--- src/logic/lcdsd_pkg.sv ---
// constants for the segment display driver control block
// assumes a 32-bit apb master and one 50 MHz clock for all logic
package lcdsd_pkg;

    // register indices; byte address is four times the index
    localparam logic [9:0] IDX_SEG_LOW      = 10'h00e5;
    localparam logic [9:0] IDX_SEG_MID_LOW  = 10'h00e6;
    localparam logic [9:0] IDX_SEG_MID_HIGH = 10'h00e7;
    localparam logic [9:0] IDX_SEG_HIGH     = 10'h00ee;
    localparam logic [9:0] IDX_CONTROL      = 10'h00f9;
    localparam logic [9:0] IDX_CLOCK_CFG    = 10'h00fa;
    localparam logic [9:0] IDX_DATA_INDEX   = 10'h00fb;
    localparam logic [9:0] IDX_DATA_PORT    = 10'h00fc;

    // control register fields
    localparam int CTL_ON_BIT     = 7;
    localparam int CTL_TRIM_BIT   = 6;
    localparam int CTL_BIAS_BIT   = 4;
    localparam int CTL_DUTY_LSB   = 2;
    localparam int CTL_LADDER_LSB = 0;
    // clock config fields
    localparam int CLK_SRC_LSB    = 4;
    localparam int CLK_DIV_LSB    = 0;

    localparam logic [7:0] REG_RESET = 8'h00;

    // duty codes
    localparam logic [1:0] DUTY_QUARTER = 2'h0;
    localparam logic [1:0] DUTY_THIRD   = 2'h1;
    localparam logic [1:0] DUTY_SIXTH   = 2'h2;
    // ladder codes: 150k, 300k, 600k
    localparam logic [1:0] LADDER_150K  = 2'h0;
    localparam logic [1:0] LADDER_300K  = 2'h1;
    localparam logic [1:0] LADDER_600K  = 2'h2;
    // clock source codes
    localparam logic [1:0] SRC_SYSTEM   = 2'h0;
    localparam logic [1:0] SRC_CRYSTAL  = 2'h1;
    localparam logic [1:0] SRC_RC       = 2'h2;
    // highest valid divider code (divide by 32)
    localparam logic [2:0] DIV_MAX_CODE = 3'h5;

    // prescaler lengths in source cycles
    localparam int          SYS_PRESCALE = 4096;
    localparam int          LS_PRESCALE  = 16;
    localparam logic [11:0] SYS_PRE_LAST = 12'(SYS_PRESCALE - 1);
    localparam logic [11:0] LS_PRE_LAST  = 12'(LS_PRESCALE - 1);

    // segments lost to the crystal pins
    localparam int SEG_XTAL_A = 29;
    localparam int SEG_XTAL_B = 30;

endpackage : lcdsd_pkg

--- src/logic/lcdsd_top.sv ---
// segment display driver control: registers, display memory, common sequencing
// assumes apb master on mclk; crystal and rc clocks arrive as synchronous levels
// Summary of operation
// (RULE1) driver off: pins stay general io; on: commons and enabled segments drive
// (RULE2) bias bit clear selects one-third bias, set selects one-half bias
// (RULE3) duty 00 quarter, 01 third, 10 sixth; 11 is invalid and drives nothing
// (RULE4) third duty uses only commons 0 to 2; common 3 returns to io
// (RULE5) sixth duty turns segment pins 0 and 1 into commons 4 and 5
// (RULE6) ladder code picks 150k, 300k or 600k; code 11 reserved
// (RULE7) clock source: system/4096, crystal/16, rc/16; code 11 reserved
// (RULE8) low-speed sources keep the display running in power-down
// (RULE9) crystal source removes segments 29 and 30
// (RULE10) divider codes 0 to 5 divide by 1 to 32; others reserved
// (RULE11) five-bit index picks the display register behind the data port
// (RULE12) six data bits per register; 1 darkens, 0 clears the pixel
// (RULE13) software sets the index before each data port access
// (RULE14) 32 enable bits in four registers gate each segment pin
// (RULE15) enabled segment reads port data as 0; writes still reach latch
// (RULE16) software makes used pins input-only before enabling the driver
// (RULE17) software configures everything first and sets driver on last
// (RULE18) software starts the crystal before relying on it
// (RULE19) software picks a frame rate near 30 to 100 Hz
// (RULE20) 32 display registers, one per segment pin across commons
// (RULE21) commons are activated in turn, as many as the duty uses
// (RULE22) software leaves duty and bias alone while the driver is on
// (RULE23) reserved register bits read zero and ignore writes
//
// Our own choice: the APB register port.
`timescale 1ns/1ps

// bus side
// setup, then two access cycles
// pready rises in the second one
// read data and error captured first
// a write lands on the pready edge
// ready lasts one cycle, so a held
// request is answered every other cycle
// only the low byte lane is used
// unmapped index: pslverr and zero
//
// register side
// all fields clear on srst
// reserved bits are not stored
// so they always read zero
// data port uses the current index
// a data access leaves the index
// software reloads it each time
//
// display memory
// 32 words of six bits
// one word per segment pin
// bit c of word s: segment s, common c
// bits above the duty stay unseen
// kept in the state struct for one
// register process; costs a wide copy
//
// clock chain
// slow clocks come in as levels
// their rising edges are counted
// edge flops reset low, the idle
// level, so no false edge after reset
// system source stops in power_down
// slow sources run through power_down
// prescale 4096 or 16, then 2^div
// reserved source or divider: frozen
// counters restart at or past last,
// so a new setting never waits a wrap
//
// common sequencer
// each display tick flips drive_phase
// two halves make one common slot
// index moves on the second half
// wraps after common 3, 2 or 5
// off or bad duty parks it at 0
// duty change while on is unguarded
// it wraps at the new last common
//
// pin function
// com_pin_lcd: commons in use
// com_select: one-hot active common
// seg_pin_lcd: segments with waveforms
// sixth duty takes segments 0 and 1
// crystal takes segments 29 and 30
// seg_dark: pixels of active common
// bias levels and ladder live outside
// only field values are handed over
//
// port read path
// enabled segments read zero when on
// mask ignores duty and crystal
// exclusions, like the enable bits
// io output latch is outside
//
// timing
// every output is a state flop
// pin outputs lag fields by a clock
// inputs are synchronous to mclk
// no interrupt, no clock gating
//
// limitations
// slow clocks must stay at or below mclk/2
// faster ones lose edges silently
// first frame after a change may be short
// SEGS below 31 breaks crystal masking
//
// expected software order
// used pins input-only first
// trim, duty, bias, clock next
// segment enables after that
// driver on as the last step
// display data at any time
//
// frame rate
// source / prescale / divider / 2 halves / slots
// software aims near 30 to 100 Hz
// the rate is not checked here

module lcdsd_top
    import lcdsd_pkg::*;
#(
    parameter int SEGS = 32
) (
    input  wire logic             mclk,
    input  wire logic             srst,
    input  wire logic             psel,
    input  wire logic             penable,
    input  wire logic             pwrite,
    input  wire logic [11:0]      paddr,
    input  wire logic [31:0]      pwdata,
    output logic      [31:0]      prdata,
    output logic                  pready,
    output logic                  pslverr,
    input  wire logic             low_speed_crystal,
    input  wire logic             low_speed_rc_osc,
    input  wire logic             power_down,
    input  wire logic [SEGS-1:0]  seg_port_in,
    output logic      [SEGS-1:0]  seg_port_read,
    output logic      [5:0]       com_pin_lcd,
    output logic      [5:0]       com_select,
    output logic      [SEGS-1:0]  seg_pin_lcd,
    output logic      [SEGS-1:0]  seg_dark,
    output logic                  drive_phase,
    output logic                  driver_on,
    output logic                  bias_half,
    output logic      [1:0]       ladder_resistance_sel,
    output logic                  ladder_valid,
    output logic                  panel_supply_trim
);

    typedef struct packed {
        logic                  on;
        logic                  trim;
        logic                  bias;
        logic [1:0]            duty;
        logic [1:0]            ladder;
        logic [1:0]            src;
        logic [2:0]            div;
        logic [4:0]            index;
        logic [SEGS-1:0]       seg_en;
        logic [SEGS-1:0][5:0]  mem;
        logic                  xtal_q;
        logic                  rc_q;
        logic [11:0]           pre;
        logic [4:0]            divcnt;
        logic                  phase;
        logic [2:0]            com_idx;
        logic                  ready;
        logic [31:0]           rdata;
        logic                  err;
        logic [5:0]            com_lcd;
        logic [5:0]            com_sel;
        logic [SEGS-1:0]       seg_lcd;
        logic [SEGS-1:0]       dark;
        logic [SEGS-1:0]       port_rd;
        logic                  ladder_ok;
    } lcdsd_state_t;

    lcdsd_state_t st;
    lcdsd_state_t next_st;

    logic [9:0]      acc_idx;
    logic            acc_done;
    logic [7:0]      wbyte;
    logic [7:0]      rbyte;
    logic            mapped;
    logic            src_tick;
    logic            pre_tick;
    logic            lcd_tick;
    logic [11:0]     pre_last;
    logic [4:0]      div_last;
    logic [2:0]      com_last;
    logic            duty_ok;
    logic [SEGS-1:0] seg_allow;

    // bus decode; the index sits in the word address bits
    assign acc_idx  = paddr[11:2];
    assign acc_done = psel & penable & st.ready;
    assign wbyte    = pwdata[7:0];

    // read mux and unmapped detection
    always_comb begin
        rbyte  = 8'h00;
        mapped = 1'b1;
        if (acc_idx == IDX_SEG_LOW) begin
            rbyte = st.seg_en[7:0];
        end else if (acc_idx == IDX_SEG_MID_LOW) begin
            rbyte = st.seg_en[15:8];
        end else if (acc_idx == IDX_SEG_MID_HIGH) begin
            rbyte = st.seg_en[23:16];
        end else if (acc_idx == IDX_SEG_HIGH) begin
            rbyte = st.seg_en[31:24];
        end else if (acc_idx == IDX_CONTROL) begin
            rbyte = {st.on, st.trim, 1'b0, st.bias, st.duty, st.ladder}; // RULE23
        end else if (acc_idx == IDX_CLOCK_CFG) begin
            rbyte = {2'b00, st.src, 1'b0, st.div}; // RULE23
        end else if (acc_idx == IDX_DATA_INDEX) begin
            rbyte = {3'b000, st.index}; // RULE11
        end else if (acc_idx == IDX_DATA_PORT) begin
            rbyte = {2'b00, st.mem[st.index]}; // RULE12
        end else begin
            mapped = 1'b0;
        end
    end

    // clock source pick and prescale; system clock stops in power-down
    always_comb begin
        src_tick = 1'b0;
        pre_last = SYS_PRE_LAST;
        case (st.src)
            SRC_SYSTEM: begin
                src_tick = ~power_down; // RULE7
            end
            SRC_CRYSTAL: begin
                src_tick = low_speed_crystal & ~st.xtal_q; // RULE8
                pre_last = LS_PRE_LAST;
            end
            SRC_RC: begin
                src_tick = low_speed_rc_osc & ~st.rc_q; // RULE8
                pre_last = LS_PRE_LAST;
            end
            default: begin
                src_tick = 1'b0; // reserved source gives no clock
            end
        endcase
    end

    assign pre_tick = src_tick & (st.pre >= pre_last);
    // divide by 2^code; reserved codes stop the display clock
    assign div_last = 5'((6'h01 << st.div) - 6'h01); // RULE10
    assign lcd_tick = pre_tick & (st.div <= DIV_MAX_CODE) & (st.divcnt >= div_last);

    // number of commons in use per duty
    always_comb begin
        com_last = 3'd3;
        duty_ok  = 1'b1;
        case (st.duty)
            DUTY_QUARTER: com_last = 3'd3;
            DUTY_THIRD:   com_last = 3'd2; // RULE4
            DUTY_SIXTH:   com_last = 3'd5; // RULE5
            default: begin
                duty_ok = 1'b0; // RULE3
            end
        endcase
    end

    // segment pins that may carry lcd waveforms
    always_comb begin
        seg_allow = st.seg_en; // RULE14
        if (st.duty == DUTY_SIXTH) begin
            seg_allow[1:0] = 2'b00; // RULE5
        end
        if (st.src == SRC_CRYSTAL) begin
            seg_allow[SEG_XTAL_A] = 1'b0; // RULE9
            seg_allow[SEG_XTAL_B] = 1'b0; // RULE9
        end
    end

    // next state
    always_comb begin
        next_st = st;

        // apb: one wait state, then ready; write lands on the ready edge
        next_st.ready = psel & penable & ~st.ready;
        next_st.err   = 1'b0; // error stands only with ready
        if (psel & penable & ~st.ready) begin
            next_st.rdata = {24'h00_0000, rbyte};
            next_st.err   = ~mapped;
        end
        if (acc_done & pwrite & mapped) begin
            if (acc_idx == IDX_SEG_LOW) begin
                next_st.seg_en[7:0] = wbyte; // RULE14
            end else if (acc_idx == IDX_SEG_MID_LOW) begin
                next_st.seg_en[15:8] = wbyte;
            end else if (acc_idx == IDX_SEG_MID_HIGH) begin
                next_st.seg_en[23:16] = wbyte;
            end else if (acc_idx == IDX_SEG_HIGH) begin
                next_st.seg_en[31:24] = wbyte;
            end else if (acc_idx == IDX_CONTROL) begin
                next_st.on     = wbyte[CTL_ON_BIT]; // RULE1
                next_st.trim   = wbyte[CTL_TRIM_BIT];
                next_st.bias   = wbyte[CTL_BIAS_BIT]; // RULE2
                next_st.duty   = wbyte[CTL_DUTY_LSB +: 2]; // RULE3
                next_st.ladder = wbyte[CTL_LADDER_LSB +: 2]; // RULE6
            end else if (acc_idx == IDX_CLOCK_CFG) begin
                next_st.src = wbyte[CLK_SRC_LSB +: 2]; // RULE7
                next_st.div = wbyte[CLK_DIV_LSB +: 3]; // RULE10
            end else if (acc_idx == IDX_DATA_INDEX) begin
                next_st.index = wbyte[4:0]; // RULE11
            end else if (acc_idx == IDX_DATA_PORT) begin
                next_st.mem[st.index] = wbyte[5:0]; // RULE12
            end
        end

        // edge detect on the low-speed clocks
        next_st.xtal_q = low_speed_crystal;
        next_st.rc_q   = low_speed_rc_osc;

        // prescaler and divider chain
        if (src_tick) begin
            next_st.pre = pre_tick ? 12'h000 : 12'(st.pre + 12'h001);
        end
        if (pre_tick) begin
            next_st.divcnt = (st.divcnt >= div_last) ? 5'h00 : 5'(st.divcnt + 5'h01);
        end

        // common sequencer; each slot has two halves of opposite polarity
        if (!st.on || !duty_ok) begin
            next_st.phase   = 1'b0;
            next_st.com_idx = 3'd0;
        end else if (lcd_tick) begin
            next_st.phase = ~st.phase;
            if (st.phase) begin
                next_st.com_idx = (st.com_idx >= com_last) ? 3'd0
                                                           : 3'(st.com_idx + 3'd1); // RULE21
            end
        end

        // pin function and drive outputs, registered
        next_st.ladder_ok = (st.ladder != 2'h3); // RULE6
        next_st.com_lcd   = 6'h00;
        next_st.com_sel   = 6'h00;
        next_st.seg_lcd   = '0;
        if (st.on && duty_ok) begin
            for (int c = 0; c < 6; c++) begin
                next_st.com_lcd[c] = (3'(c) <= com_last); // RULE1 RULE4
                next_st.com_sel[c] = (3'(c) == st.com_idx); // RULE21
            end
            next_st.seg_lcd = seg_allow; // RULE1
        end
        for (int s = 0; s < SEGS; s++) begin
            next_st.dark[s] = st.mem[s][st.com_idx]; // RULE12 RULE20
        end

        // port reads of lcd-owned segment pins see zero
        next_st.port_rd = seg_port_in & ~({SEGS{st.on}} & st.seg_en); // RULE15
    end

    // state register
    always_ff @(posedge mclk) begin
        if (srst) begin
            st <= '0;
        end else begin
            st <= next_st;
        end
    end

    // outputs straight from state
    assign prdata                = st.rdata;
    assign pready                = st.ready;
    assign pslverr               = st.err;
    assign seg_port_read         = st.port_rd;
    assign com_pin_lcd           = st.com_lcd;
    assign com_select            = st.com_sel;
    assign seg_pin_lcd           = st.seg_lcd;
    assign seg_dark              = st.dark;
    assign drive_phase           = st.phase;
    assign driver_on             = st.on;
    assign bias_half             = st.bias; // RULE2
    assign ladder_resistance_sel = st.ladder;
    assign ladder_valid          = st.ladder_ok;
    assign panel_supply_trim     = st.trim;

endmodule : lcdsd_top

--- config.mk ---
export PLATFORM = sky130hd
export DESIGN_NAME = lcdsd_top
export DESIGN_NICKNAME = d
export VERILOG_FILES = /design/src/logic/lcdsd_pkg.sv /design/src/logic/lcdsd_top.sv
export SDC_FILE = /design/constraint.sdc
export NUM_CORES = 1
export LEC_CHECK = 0
export ABC_AREA = 1
export BUFFER_PORTS_ARGS = -buffer_cell sky130_fd_sc_hd__buf_2
export CAP_MARGIN = 20
export CELL_PAD_IN_SITES_DETAIL_PLACEMENT = 1
export CELL_PAD_IN_SITES_GLOBAL_PLACEMENT = 2
export CORE_ASPECT_RATIO = 1.75
export CORE_MARGIN = 2
export CORE_UTILIZATION = 34
export CTS_BUF_LIST = sky130_fd_sc_hd__clkbuf_4 sky130_fd_sc_hd__clkbuf_8
export CTS_CLUSTER_SIZE = 28
export DETAILED_ROUTE_END_ITERATION = 7
export PLACE_DENSITY = 0.94
export RECOVER_POWER = 100
export SETUP_SLACK_MARGIN = 0.05
export SYNTH_ARGS = -nofsm -noshare
export SYNTH_HDL_FRONTEND = slang
export SYNTH_SLANG_ARGS = --single-unit
--- constraint.sdc ---
create_clock -name mclk -period 2.8 [get_ports mclk]
set_clock_uncertainty 0.05 [all_clocks]
set_input_delay 0.14 -clock mclk [delete_from_list [all_inputs] [get_ports mclk]]
set_output_delay 0.14 -clock mclk [all_outputs]
set_load 0.02 [all_outputs]
=== Word level (Yosys, flattened, before mapping) ===
Cells that the tools add are included.

* Logic and storage cells: 241
* Output and inout bits: 149
* Register bits after elaboration: 383
* Input port bits: 84

* Equality and inequality tests: 18
* Reduce and logical (&&, ||, !) cells: 24
* Bitwise logic cells: 28
* Add/sub/neg operators: 4
* $lt $le $gt $ge: 13
* Shifts and indexed selects: 1
* Multiplexer cells: 92

{| class="wikitable"
|+ Operator list
! cell !! number
|-
| 192-bit bitwise mux || 1
|-
| 1-bit binary-select mux with 3-bit select || 32
|-
| 10-bit by 8-bit == test with 1-bit output (second input constant) || 8
|-
| 32-bit bitwise AND || 2
|-
| 1-bit two-way mux || 41
|-
| 8-bit two-way mux || 5
|-
| 32-bit NOT || 1
|-
| 6-bit binary-select mux with 5-bit select || 1
|-
| 6-bit demux with 5-bit select || 1
|-
| 6-bit two-way mux || 5
|-
| 12-bit two-way mux || 2
|-
| 1-bit NOT || 15
|-
| 12-bit by 1-bit adder with 12-bit output (second input constant) || 1
|-
| 12-bit >= comparator || 1
|-
| 1-bit bitwise AND || 10
|-
| 9-bit AND reduction || 1
|-
| 3-bit OR reduction || 3
|-
| 8-bit AND reduction || 1
|-
| 2-bit OR reduction || 4
|-
| 7-bit AND reduction || 1
|-
| 2-bit by 3-bit == test with 1-bit output (first input constant) || 2
|-
| 3-bit == test (first input constant) || 2
|-
| 1-bit by 3-bit <= comparator with 1-bit output (first input constant) || 2
|-
| 2-bit by 3-bit <= comparator with 1-bit output (first input constant) || 2
|-
| other kinds (29) || 36
|}

=== Depth between registers and ports, before layout ===
Gate-level depths: netlist (run 1).

* Depth after elaboration: 11
* Gate-level depth with buffers: 17
* Depth with buffers taken out: 15

=== Worst setup path before layout (run 1) ===
OpenSTA, ideal clock, no wires.

* Kind: register -> register
* Start: register st[398] in the netlist's numbering
* End: register st[144] in the netlist's numbering
* Data arrival time: 2,220 ps
* Setup slack: 400 ps
* Period minus slack after synthesis: 2,400 ps
* Required time: 2,620 ps
* Buffers on the path: 0
* Library setup time: 130 ps
* Cell stages (with the launch flop): 15
* Path through: dfxtp_1 -> inv_1 -> ha_1 -> ha_1 -> nand2_1 -> nor2_1 -> nand3_1 -> nand3_1 -> nand2_1 -> inv_1 -> nand3_1 -> nor2_1 -> nor2_1 -> inv_1 -> o21ai_0

* Cells in the longest elaborated chain, start to end: 8
* Elaborated cells between the ends (all ways): 11
* Classes of those cells: 1 x order compare; 2 x eq/ne; 2 x mux; 3 x bitwise; 3 x reduce/logical

{| class="wikitable"
|+ Ends and longest elaborated chain
! item !! RTL line !! RTL
|-
| start: declaration || lcdsd_top.sv:178 || <nowiki>lcdsd_state_t st;</nowiki>
|-
| start signal: assignment || lcdsd_top.sv:363 || <nowiki>st <= next_st;</nowiki>
|-
| 2-bit by 1-bit == test with 1-bit output / 2-bit == test (equally long branches) || lcdsd_top.sv:229 || <nowiki>case (st.src)</nowiki>
|-
| 2-bit OR reduction (no source line) || -- ||
|-
| 12-bit two-way mux || lcdsd_top.sv:229 ||
|-
| 12-bit >= comparator || lcdsd_top.sv:247 || <nowiki>assign pre_tick = src_tick & (st.pre >= pre_last);</nowiki>
|-
| 1-bit bitwise AND * || lcdsd_top.sv:247 ||
|-
| 1-bit bitwise AND * (2 in a row) || lcdsd_top.sv:250 || <nowiki>assign lcd_tick = pre_tick & (st.div <= DIV_MAX_CODE) & (st.divcnt >= div_last);</nowiki>
|-
| 2-bit AND reduction (no source line) * || -- ||
|}

Every way passes the cells marked *; elsewhere a longest branch is shown, timed or not.
A chain may end at the register's enable or synchronous reset.

=== Final worst setup path (run 1) ===
* Start: register st, in the netlist pready
* End: register st[228] in the netlist's numbering

* Cells in the longest elaborated chain, start to end: 4

{| class="wikitable"
|+ Ends and longest elaborated chain
! item !! RTL line !! RTL
|-
| 1-bit bitwise AND || lcdsd_top.sv:197 || <nowiki>assign acc_done = psel & penable & st.ready;</nowiki>
|-
| 1-bit bitwise AND (2 in a row) || lcdsd_top.sv:289 || <nowiki>if (acc_done & pwrite & mapped) begin</nowiki>
|-
| 9-bit AND reduction (no source line) || -- ||
|}

No other way between the ends.

==> flow_summary.ini, run 1 <==
[power_and_ir_drop]
power.leakage_nw = 8.46
peakVddDrop_v = 0.000325
power.density_nw_per_um2 = 509
total_power_mw = 11.1

[timing]
clock.fmax_mhz = 379
maxSlewViolCount = 159
fin_crit_ps = 2640
rsz0062_at_grt = no
finalSetupViolCount = 0
finalWorstSetupSlack_ps = 161
fin_hold_ws_ps = 58.7
hold_viol = 0
fin_setup_tns_ps = 0
fin_crit_sh_pct = 94.2
tightestPinTransition_ps = 2010
slew_headroom_pct = -33.8

[floorplanning]
die_x_um = 184
ios = 233
placementRows = 115
core_um2 = 56100
dieArea_um2 = 58800
chipHeight_um = 319
start_util_pct = 34.4

[final_layout]
multi_input_comb_area_um2 = 9310
area_growth_pct = 12.8
fillers = 7145
design_area_um2 = 21800
nets = 2970
seq_area_um2 = 7650
drive_gt1_share_pct = 9.62

[detailed_routing]
vias_per_cell = 5.57
wl_per_cell_um = 21.4
drc_errors = 0
wl_um = 77100
ant_nets = 0
num_vias = 20100
drtIter0Drc = 1081
drt_pass1_iterations = 5

[place]
dp_slack_ps = -223
gp_congestion = 0.928
dp_hpwl_um = 52300
placed_area_um2 = 20400
port_buffers = 182

[worst_setup_path]
crit_type = reg -> reg
cp_slowest_stage_delay_ps = 610
r2r_start = pready
crit_chain = nand4_1 -> nor2_1 -> buf_12 -> clkbuf_4 -> nand3_1 -> nand2_1 -> a21oi_1
cp.required_ps = 3210
critPathCaptureType = register
path_buf_inv = 2
reg2reg_slack_ps = 160
crit_family = simple AND/OR/NAND/NOR gates
worst-path-max-fanout = 31
cp_slowest_cell = nor2_1
crit_start = pready
worstSetupStartpointType = register
arrival_ps = 3050

[clocking]
clock-sinks = 382
cts_tree = built
clock_latency_ps = 680
path_clk_slew_ps = 70
h-tree-depth = 2
cts_root_buf = clkbuf_8
clockBufferDepth = 3
numCtsBuffers = 58

[flow_run]
cap_viol_max_count = 1

[logic_synthesis]
syn_area_per_cell_um2 = 6.94
ys_seq_area_share_pct = 39.6
ys_ff_latch = 382
syn-cell-area_um2 = 19300
synth_edf_count = 0
synthArstFlopShare_pct = 0
yosys_warnings = 0
synth-main-ff-cell = dfxtp_1
synth_cell_types = 43
synthCells = 2781

[run_status]
status = complete, but fails checks
violations = capacitance limit, slew limit

[grt]
antenna_found_initial = 1
grt_max_degree = 159
grt_util_all_layers_pct = 25.8
grt_pass1_vias = 21100
grt_overflow = 0
grt_pass1_wl_um = 119000

[worst_hold_path]
min_from = pwdata[0]
hold_path_class = in -> reg
-- timing repair --
action,in CTS,in global routing
setup buffers,0,1
pin swaps,1,1
hold endpoints to repair,162,0
setup endpoints to repair,4,11
resized for setup,4,6
hold buffers,43,0
-- worst min-delay path, stage by stage --
cell and delay, ps:
buf_2 340, nor2_1 200, nor2_1 60
-- report_power, final --
part	total, mW	switching, mW	leakage [nW]	internal [mW]
sequential	5.49	0.0149	3.09	5.47
clock	5.12	2.33	0.672	2.79
combinational	0.493	0.362	4.70	0.131
-- cell families after synthesis --
group	Yosys count	share of synthesized area (%)
flops	382	39.6
simple gates	1350	30.8
buf+inv	476	12.4
other cells	1	0.0194
compound gates	534	14.9
xor+xnor	10	0.454
fa+ha+maj	28	1.81
-- Yosys cell counts, types with 4 or more instances --
library cell | count | share of area [%]
nand3_1 | 47 | 1.2
buf_6 | 4 | 0.23
inv_1 | 147 | 2.9
xor2_1 | 6 | 0.27
dfxtp_1 | 382 | 40
nand2_1 | 746 | 15
nor2_1 | 278 | 5.4
nand4_1 | 206 | 6.7
nor3_1 | 22 | 0.57
a21oi_1 | 322 | 8.3
buf_4 | 145 | 5.6
a211oi_1 | 11 | 0.43
o22ai_1 | 22 | 0.71
o211ai_1 | 25 | 0.97
ha_1 | 28 | 1.8
o21a_1 | 10 | 0.39
buf_2 | 26 | 0.67
nor3b_1 | 8 | 0.31
o21ai_0 | 128 | 3.3
clkbuf_1 | 135 | 2.6
nand3_2 | 28 | 1.5
xnor2_1 | 4 | 0.18
buf_1 | 15 | 0.29
a221oi_1 | 5 | 0.23
-- final cells by class --
| type | instances | area share [%] |
|---|---|---|
| well taps | 702 | 4.03 |
| multi-input cells | 1946 | 42.7 |
| clock buffers | 92 | 5.30 |
| inverters | 151 | 2.60 |
| flip-flops and latches | 382 | 35.1 |
| clock inverters | 9 | 0.528 |
| diodes | 1 | 0.0115 |
| repair buffers | 319 | 9.68 |
-- per-stage QoR --
step	cells	utilization [%]
2_1_floorplan	2804	-
3_3_place_gp	3456	36.3
3_5_place_dp	3456	36.3
4_1_cts	3600	39.4
5_1_grt	3602	38.8
6_report	3602	38.8
-- sequential cells by signal (all words and copies together) (netlist names) --
register and count:
driver_on 1, seg_dark 32, ladder_resistance_sel 2, drive_phase 1, com_select 6, bias_half 1, panel_supply_trim 1, prdata 8
seg_port_read 32, st 230, pready 1, pslverr 1, com_pin_lcd 5, seg_allow 28, seg_pin_lcd 32, ladder_valid 1
-- layer usage --
metal | global-route usage, % | part of all wire (%) | vias to the layer above
met5 | 0 | 0 | -
met4 | 19.2 | 7.7 | 0
met3 | 3.40 | 4.5 | 306
met2 | 47.3 | 51 | 730
met1 | 26.2 | 36 | 9764
li1 | - | - | 9260
-- cell usage in the layout (no fill, tap or decap), drive strengths merged, types with 4 or more instances in the layout --
master | netlist | routed
conb | 1 | 24
xnor2 | 4 | 4
buf | 190 | 137
o21a | 10 | 10
clkinv | 2 | 7
xor2 | 6 | 6
nor3 | 25 | 25
nand2 | 750 | 750
nor3b | 8 | 8
a21oi | 322 | 322
o21ai | 128 | 128
nand4 | 206 | 206
dfxtp | 382 | 382
nand3 | 75 | 75
o22ai | 22 | 22
o211ai | 25 | 25
clkbuf | 135 | 231
dlygate4sd3 | 0 | 43
a211oi | 11 | 11
nor2 | 282 | 282
ha | 28 | 28
a221oi | 5 | 5
inv | 149 | 150
-- final timing paths --
path | to | cells past startpoint
max | st[228] | 7
min reg2reg | seg_port_read[15] | 1
max reg2reg | st[228] | 7
min | st[390] | 3
Power figures use the tool's default switching activity.
==> run 2: changes to the inputs <==
--- a/config.mk
+++ b/config.mk
@@ -19,6 +19,7 @@
 export PLACE_DENSITY = 0.94
 export RECOVER_POWER = 100
 export SETUP_SLACK_MARGIN = 0.05
+export SLEW_MARGIN = 0
 export SYNTH_ARGS = -nofsm -noshare
 export SYNTH_HDL_FRONTEND = slang
 export SYNTH_SLANG_ARGS = --single-unit
==> constraint.sdc (replaced) <==
create_clock -name mclk -period 2.8 [get_ports mclk]
set_clock_uncertainty 0.05 [all_clocks]
set_input_delay 0.14 -clock mclk [delete_from_list [all_inputs] [get_ports mclk]]
set_output_delay 0.14 -clock mclk [all_outputs]
set_load 0.005 [all_outputs]
==> run 2 against run 1 <==
  * The run still ends with capacitance limit, slew limit left
  * Combinational power decreased by 11%
  * Clock-buffer cell count unchanged
  * Register-to-register slack improved by 20 ps
  * Sequential share of layout area decreased by 0.089 points
  * Final area increased by 0.25%
  * Largest power group unchanged
  * Highest routed layer unchanged
==> flow_summary.ini, run 2 (synthesized netlist as in run 1, its figures left out) <==
[floorplanning]
die_x_um = 184
dieArea_um2 = 58800
placementRows = 115
chipHeight_um = 319
ios = 233
core_um2 = 56100
start_util_pct = 34.4

[clocking]
clock_latency_ps = 680
numCtsBuffers = 58
h-tree-depth = 2
clock-sinks = 382
path_clk_slew_ps = 70
cts_root_buf = clkbuf_8
cts_tree = built
clockBufferDepth = 3

[worst_hold_path]
hold_path_class = in -> reg

[timing]
slew_headroom_pct = -35.0
fin_setup_tns_ps = 0
clock.fmax_mhz = 381
tightestPinTransition_ps = 2030
hold_viol = 0
rsz0062_at_grt = no
fin_crit_ps = 2620
fin_crit_sh_pct = 93.6
finalSetupViolCount = 0
maxSlewViolCount = 159
finalWorstSetupSlack_ps = 179

[worst_setup_path]
cp.required_ps = 3210
arrival_ps = 3040
worst-path-max-fanout = 31
reg2reg_slack_ps = 180
crit_type = reg -> reg
critPathCaptureType = register
worstSetupStartpointType = register

[final_layout]
nets = 2970
largest_reg_flops = 230
largest_register = st
layout_commonest_cell = nand2_1
drive_gt1_share_pct = 11.1
area_growth_pct = 13.1
design_area_um2 = 21800
final_cell_mix = nand2_1 (748), dfxtp_1 (379), a21oi_1 (322), nor2_1 (276), nand4_1 (206)

[detailed_routing]
ant_nets = 0
vias_per_cell = 5.57
wl_um = 77100
drt_pass1_iterations = 5
drtIter0Drc = 1053
wl_per_cell_um = 21.4
num_vias = 20100
drc_errors = 0

[place]
gp_congestion = 0.928
placed_area_um2 = 20400
port_buffers = 182
dp_slack_ps = -223
dp_hpwl_um = 52300

[grt]
met3_usage_pct = 3.40
antenna_found_initial = 1
grt_pass1_wl_um = 119000
grt-busiest-layer = met2
grt_overflow = 0
grtUsageMet1_pct = 26.2
grt_max_degree = 159
grt_use_met2_pct = 47.3
grt_pass1_vias = 21100
grt_util_all_layers_pct = 25.8

[power_and_ir_drop]
power_switching_share_pct = 24.0
peakVddDrop_v = 0.000325
p_seq_share_pct = 49.7
clkPwrFrac_pct = 46.4
power_frac_comb_pct = 4.0
internal_power_mw = 8.40
power.density_nw_per_um2 = 506
power.leakage_nw = 8.65
p_sw_mw = 2.65

[flow_run]
cap_viol_max_count = 1

[run_status]
status = complete, but fails checks
violations = capacitance limit, slew limit
==> run 2: cell count changes in the layout (fill, tap and decap cells not counted) <==
cell,previous run,this run
clkbuf_1,131,87
buf_2,57,101
==> run 2: worst paths after layout <==
kind | end | startpoint | depth (start not counted)
worst min register to register | seg_port_read[15] | seg_allow[15] | 1
worst min-delay path | prdata[6] | paddr[3] | 6
worst max-delay path | st[228] | pready | 7
worst max register to register | st[228] | pready | 7
==> run 2: final cells by class <==
type | instances | area, um2
antenna | 1 | 2.50
tap | 702 | 878
multi-input combinational | 1946 | 9310
clock inverter | 9 | 115
clock buffer | 92 | 1150
sequential | 382 | 7650
inverter | 151 | 567
fill | 7121 | 34300
timing repair buffer | 319 | 2160
==> run 2: power groups by stage <==
stage	Combinational, mW	Clock [mW]	Sequential [mW]
2_1_floorplan	0.247	0	5.60
3_3_place_gp	0.385	0	5.60
3_5_place_dp	0.391	0	5.61
4_1_cts	0.440	5.25	5.48
5_1_grt	0.465	5.44	5.49
6_report	0.437	5.12	5.49
==> run 2: layer usage <==
metal | wire (um) | up-vias
li1 | - | 9273
met1 | 28000 | 9760
met2 | 39600 | 718
met3 | 3550 | 303
met4 | 5960 | 0
met5 | 0 | -
==> run 2: through the flow <==
| stage | std cells | power (mW) | utilization [%] | hold WS [ps] |
|---|---|---|---|---|
| after floorplan | 2804 | 5.85 | - | 215 |
| after global placement | 3456 | 5.99 | 36.3 | 308 |
| after detailed placement | 3456 | 6.00 | 36.3 | 307 |
| after CTS | 3600 | 11.2 | 39.4 | 4.44 |
| after global routing | 3602 | 11.4 | 38.9 | 71.0 |
| final | 3602 | 11.0 | 38.9 | 62.3 |
==> run 2: timing repair <==
| action | 4_1_cts | 5_1_grt |
|---|---|---|
| gates resized for setup | 4 | 6 |
| endpoints found under the setup margin | 4 | 11 |
| buffers inserted | 0 | 1 |
| hold buffers | 43 | 0 |
| pin swaps | 1 | 1 |
| gates cloned | 0 | 0 |
| hold endpoints to repair | 162 | 0 |
==> run 2: critical path: stages (launching register included) <==
cell      delay [ps]
dfxtp_1          370
nand4_1          210
nor2_1           600
buf_12           250
clkbuf_4         410
nand3_1          280
nand2_1          140
a21oi_1           70
==> run 3: changes to the inputs <==
--- a/config.mk
+++ b/config.mk
@@ -8,11 +8,9 @@
 export ABC_AREA = 1
 export BUFFER_PORTS_ARGS = -buffer_cell sky130_fd_sc_hd__buf_2
 export CAP_MARGIN = 20
-export CELL_PAD_IN_SITES_DETAIL_PLACEMENT = 1
-export CELL_PAD_IN_SITES_GLOBAL_PLACEMENT = 2
 export CORE_ASPECT_RATIO = 1.75
 export CORE_MARGIN = 2
-export CORE_UTILIZATION = 34
+export CORE_UTILIZATION = 61
 export CTS_BUF_LIST = sky130_fd_sc_hd__clkbuf_4 sky130_fd_sc_hd__clkbuf_8
 export CTS_CLUSTER_SIZE = 28
 export DETAILED_ROUTE_END_ITERATION = 7
==> run 3 against run 2 <==
  * The flow finishes with violations (DRC, capacitance limit, slew limit)
  * Setup slack lost 100 ps
  * Cell count decreased by 9.2%
  * Clock-buffer cell count is 21 lower
  * Wire length shrank 17%
  * Critical endpoint is now seg_dark[12]
==> flow_summary.ini, run 3 (synthesized netlist as in run 1, its figures left out) <==
[detailed_routing]
vias_per_cell = 6.22
drc_errors = 1
wl_um = 63700
wl_per_cell_um = 19.5
num_vias = 20400
drt_pass1_iterations = 8
drtIter0Drc = 2295
ant_nets = 0

[flow_run]
cap_viol_max_count = 2

[clocking]
clock_latency_ps = 670
cts_tree = built
path_clk_slew_ps = 70
h-tree-depth = 2
cts_root_buf = clkbuf_8
clockBufferDepth = 3
clock-sinks = 382
numCtsBuffers = 54

[grt]
grt_max_degree = 115
grtUsageMet1_pct = 38.3
grt_pass1_wl_um = 98500
met3_usage_pct = 6.30
antenna_found_initial = 1
grt-busiest-layer = met2
grt_pass1_vias = 19600
grt_util_all_layers_pct = 36.3
grt_use_met2_pct = 63.1
grt_overflow = 0

[worst_setup_path]
cp_slowest_stage_delay_ps = 1600
r2r_start = st[143]
worstSetupStartpointType = input port
worst-path-max-fanout = 114
arrival_ps = 3030
cp_slowest_cell = buf_2
critPathCaptureType = register
crit_chain = dlygate4sd3_1 -> buf_6 -> buf_2 -> a21oi_1
cp.required_ps = 3110
crit_type = in -> reg
crit_start = srst

[place]
placed_area_um2 = 19800
dp_hpwl_um = 40000
gp_congestion = 1.03
port_buffers = 182
dp_cells = 3132

[timing]
fin_setup_tns_ps = 0
clock.fmax_mhz = 367
fin_crit_sh_pct = 97.3
maxSlewViolCount = 149
finalSetupViolCount = 0
slew_headroom_pct = -49.8
hold_viol = 0
fin_crit_ps = 2720
tightestPinTransition_ps = 2250
fin_hold_ws_ps = 6.94

[final_layout]
nets = 2944
layout_commonest_cell = nand2_1
design_area_um2 = 21100
final_cell_mix = nand2_1 (750), dfxtp_1 (378), a21oi_1 (321), nor2_1 (278), nand4_1 (206)
area_growth_pct = 9.32
drive_gt1_share_pct = 10.3
fillers = 2529
largest_reg_flops = 230
fin_cells = 3271
largest_register = st

[floorplanning]
core_um2 = 31300
dieArea_um2 = 33100
placementRows = 86
chipHeight_um = 239
ios = 233
die_x_um = 138
start_util_pct = 61.7

[worst_hold_path]
hold_path_class = in -> reg
min_from = power_down

[power_and_ir_drop]
power.leakage_nw = 8.49
total_power_mw = 10.7
power.density_nw_per_um2 = 509
peakVddDrop_v = 0.000446

[run_status]
violations = DRC, capacitance limit, slew limit
status = complete, but fails checks
-- run 3: changes by cell type in the layout (fill, tap and decap cells not counted), sizes merged --
| cell | change |
|---|---|
| clkinv | +12 |
| clkinvlp | +2 |
| bufinv | +2 |
| inv | +2 |
| dlygate4sd3 | -5 |
| buf | -11 |
| clkbuf | -27 |
-- run 3: critical path: cells and delay by family --
family                 cells  cell delay [ps]
buffers and inverters      3             2370
AO/OA/AOI/OAI              1              360
-- run 3: power by group --
group	switching (mW)	total [mW]	leakage [nW]	internal, mW
Sequential	0.0142	5.48	3.09	5.47
Clock	2.28	4.85	0.630	2.56
Combinational	0.283	0.407	4.77	0.124
-- run 3: final cells by class --
| class | count | area (um2) | area share, % |
|---|---|---|---|
| diodes | 1 | 2.50 | 0.0119 |
| clock buffers | 71 | 927 | 4.39 |
| clock inverters | 27 | 263 | 1.24 |
| inverters | 151 | 567 | 2.69 |
| multi-input cells | 1946 | 9250 | 43.8 |
| flip-flops and latches | 382 | 7650 | 36.3 |
| well taps | 396 | 495 | 2.35 |
| repair buffers | 297 | 1950 | 9.24 |
-- run 3: timing repair --
item,in CTS,in global routing
hold buffers,38,0
endpoints found under the hold margin,74,0
endpoints found under the setup margin,3,5
resized for setup,1,15
setup buffers,0,1
pin swaps,0,3
-- run 3: final timing paths --
path	end	slack [ps]	cells past startpoint
max	seg_dark[12]	80	4
min	st[153]	7	6
max reg2reg	seg_dark[12]	80	6
min reg2reg	seg_port_read[18]	380	1
-- run 3: per-stage QoR --
step,worst slack (ps),util [%]
6_report,75.1,67.4
5_1_grt,-6.77,67.4
4_1_cts,100,68.3
3_5_place_dp,-22.1,63.2
3_3_place_gp,188,63.2
2_1_floorplan,400,-
-- run 3: layer usage --
layer	up-vias	wire length (um)
met5	-	0
met4	0	5760
met3	423	6160
met2	1517	30600
met1	9204	21100
li1	9217	-
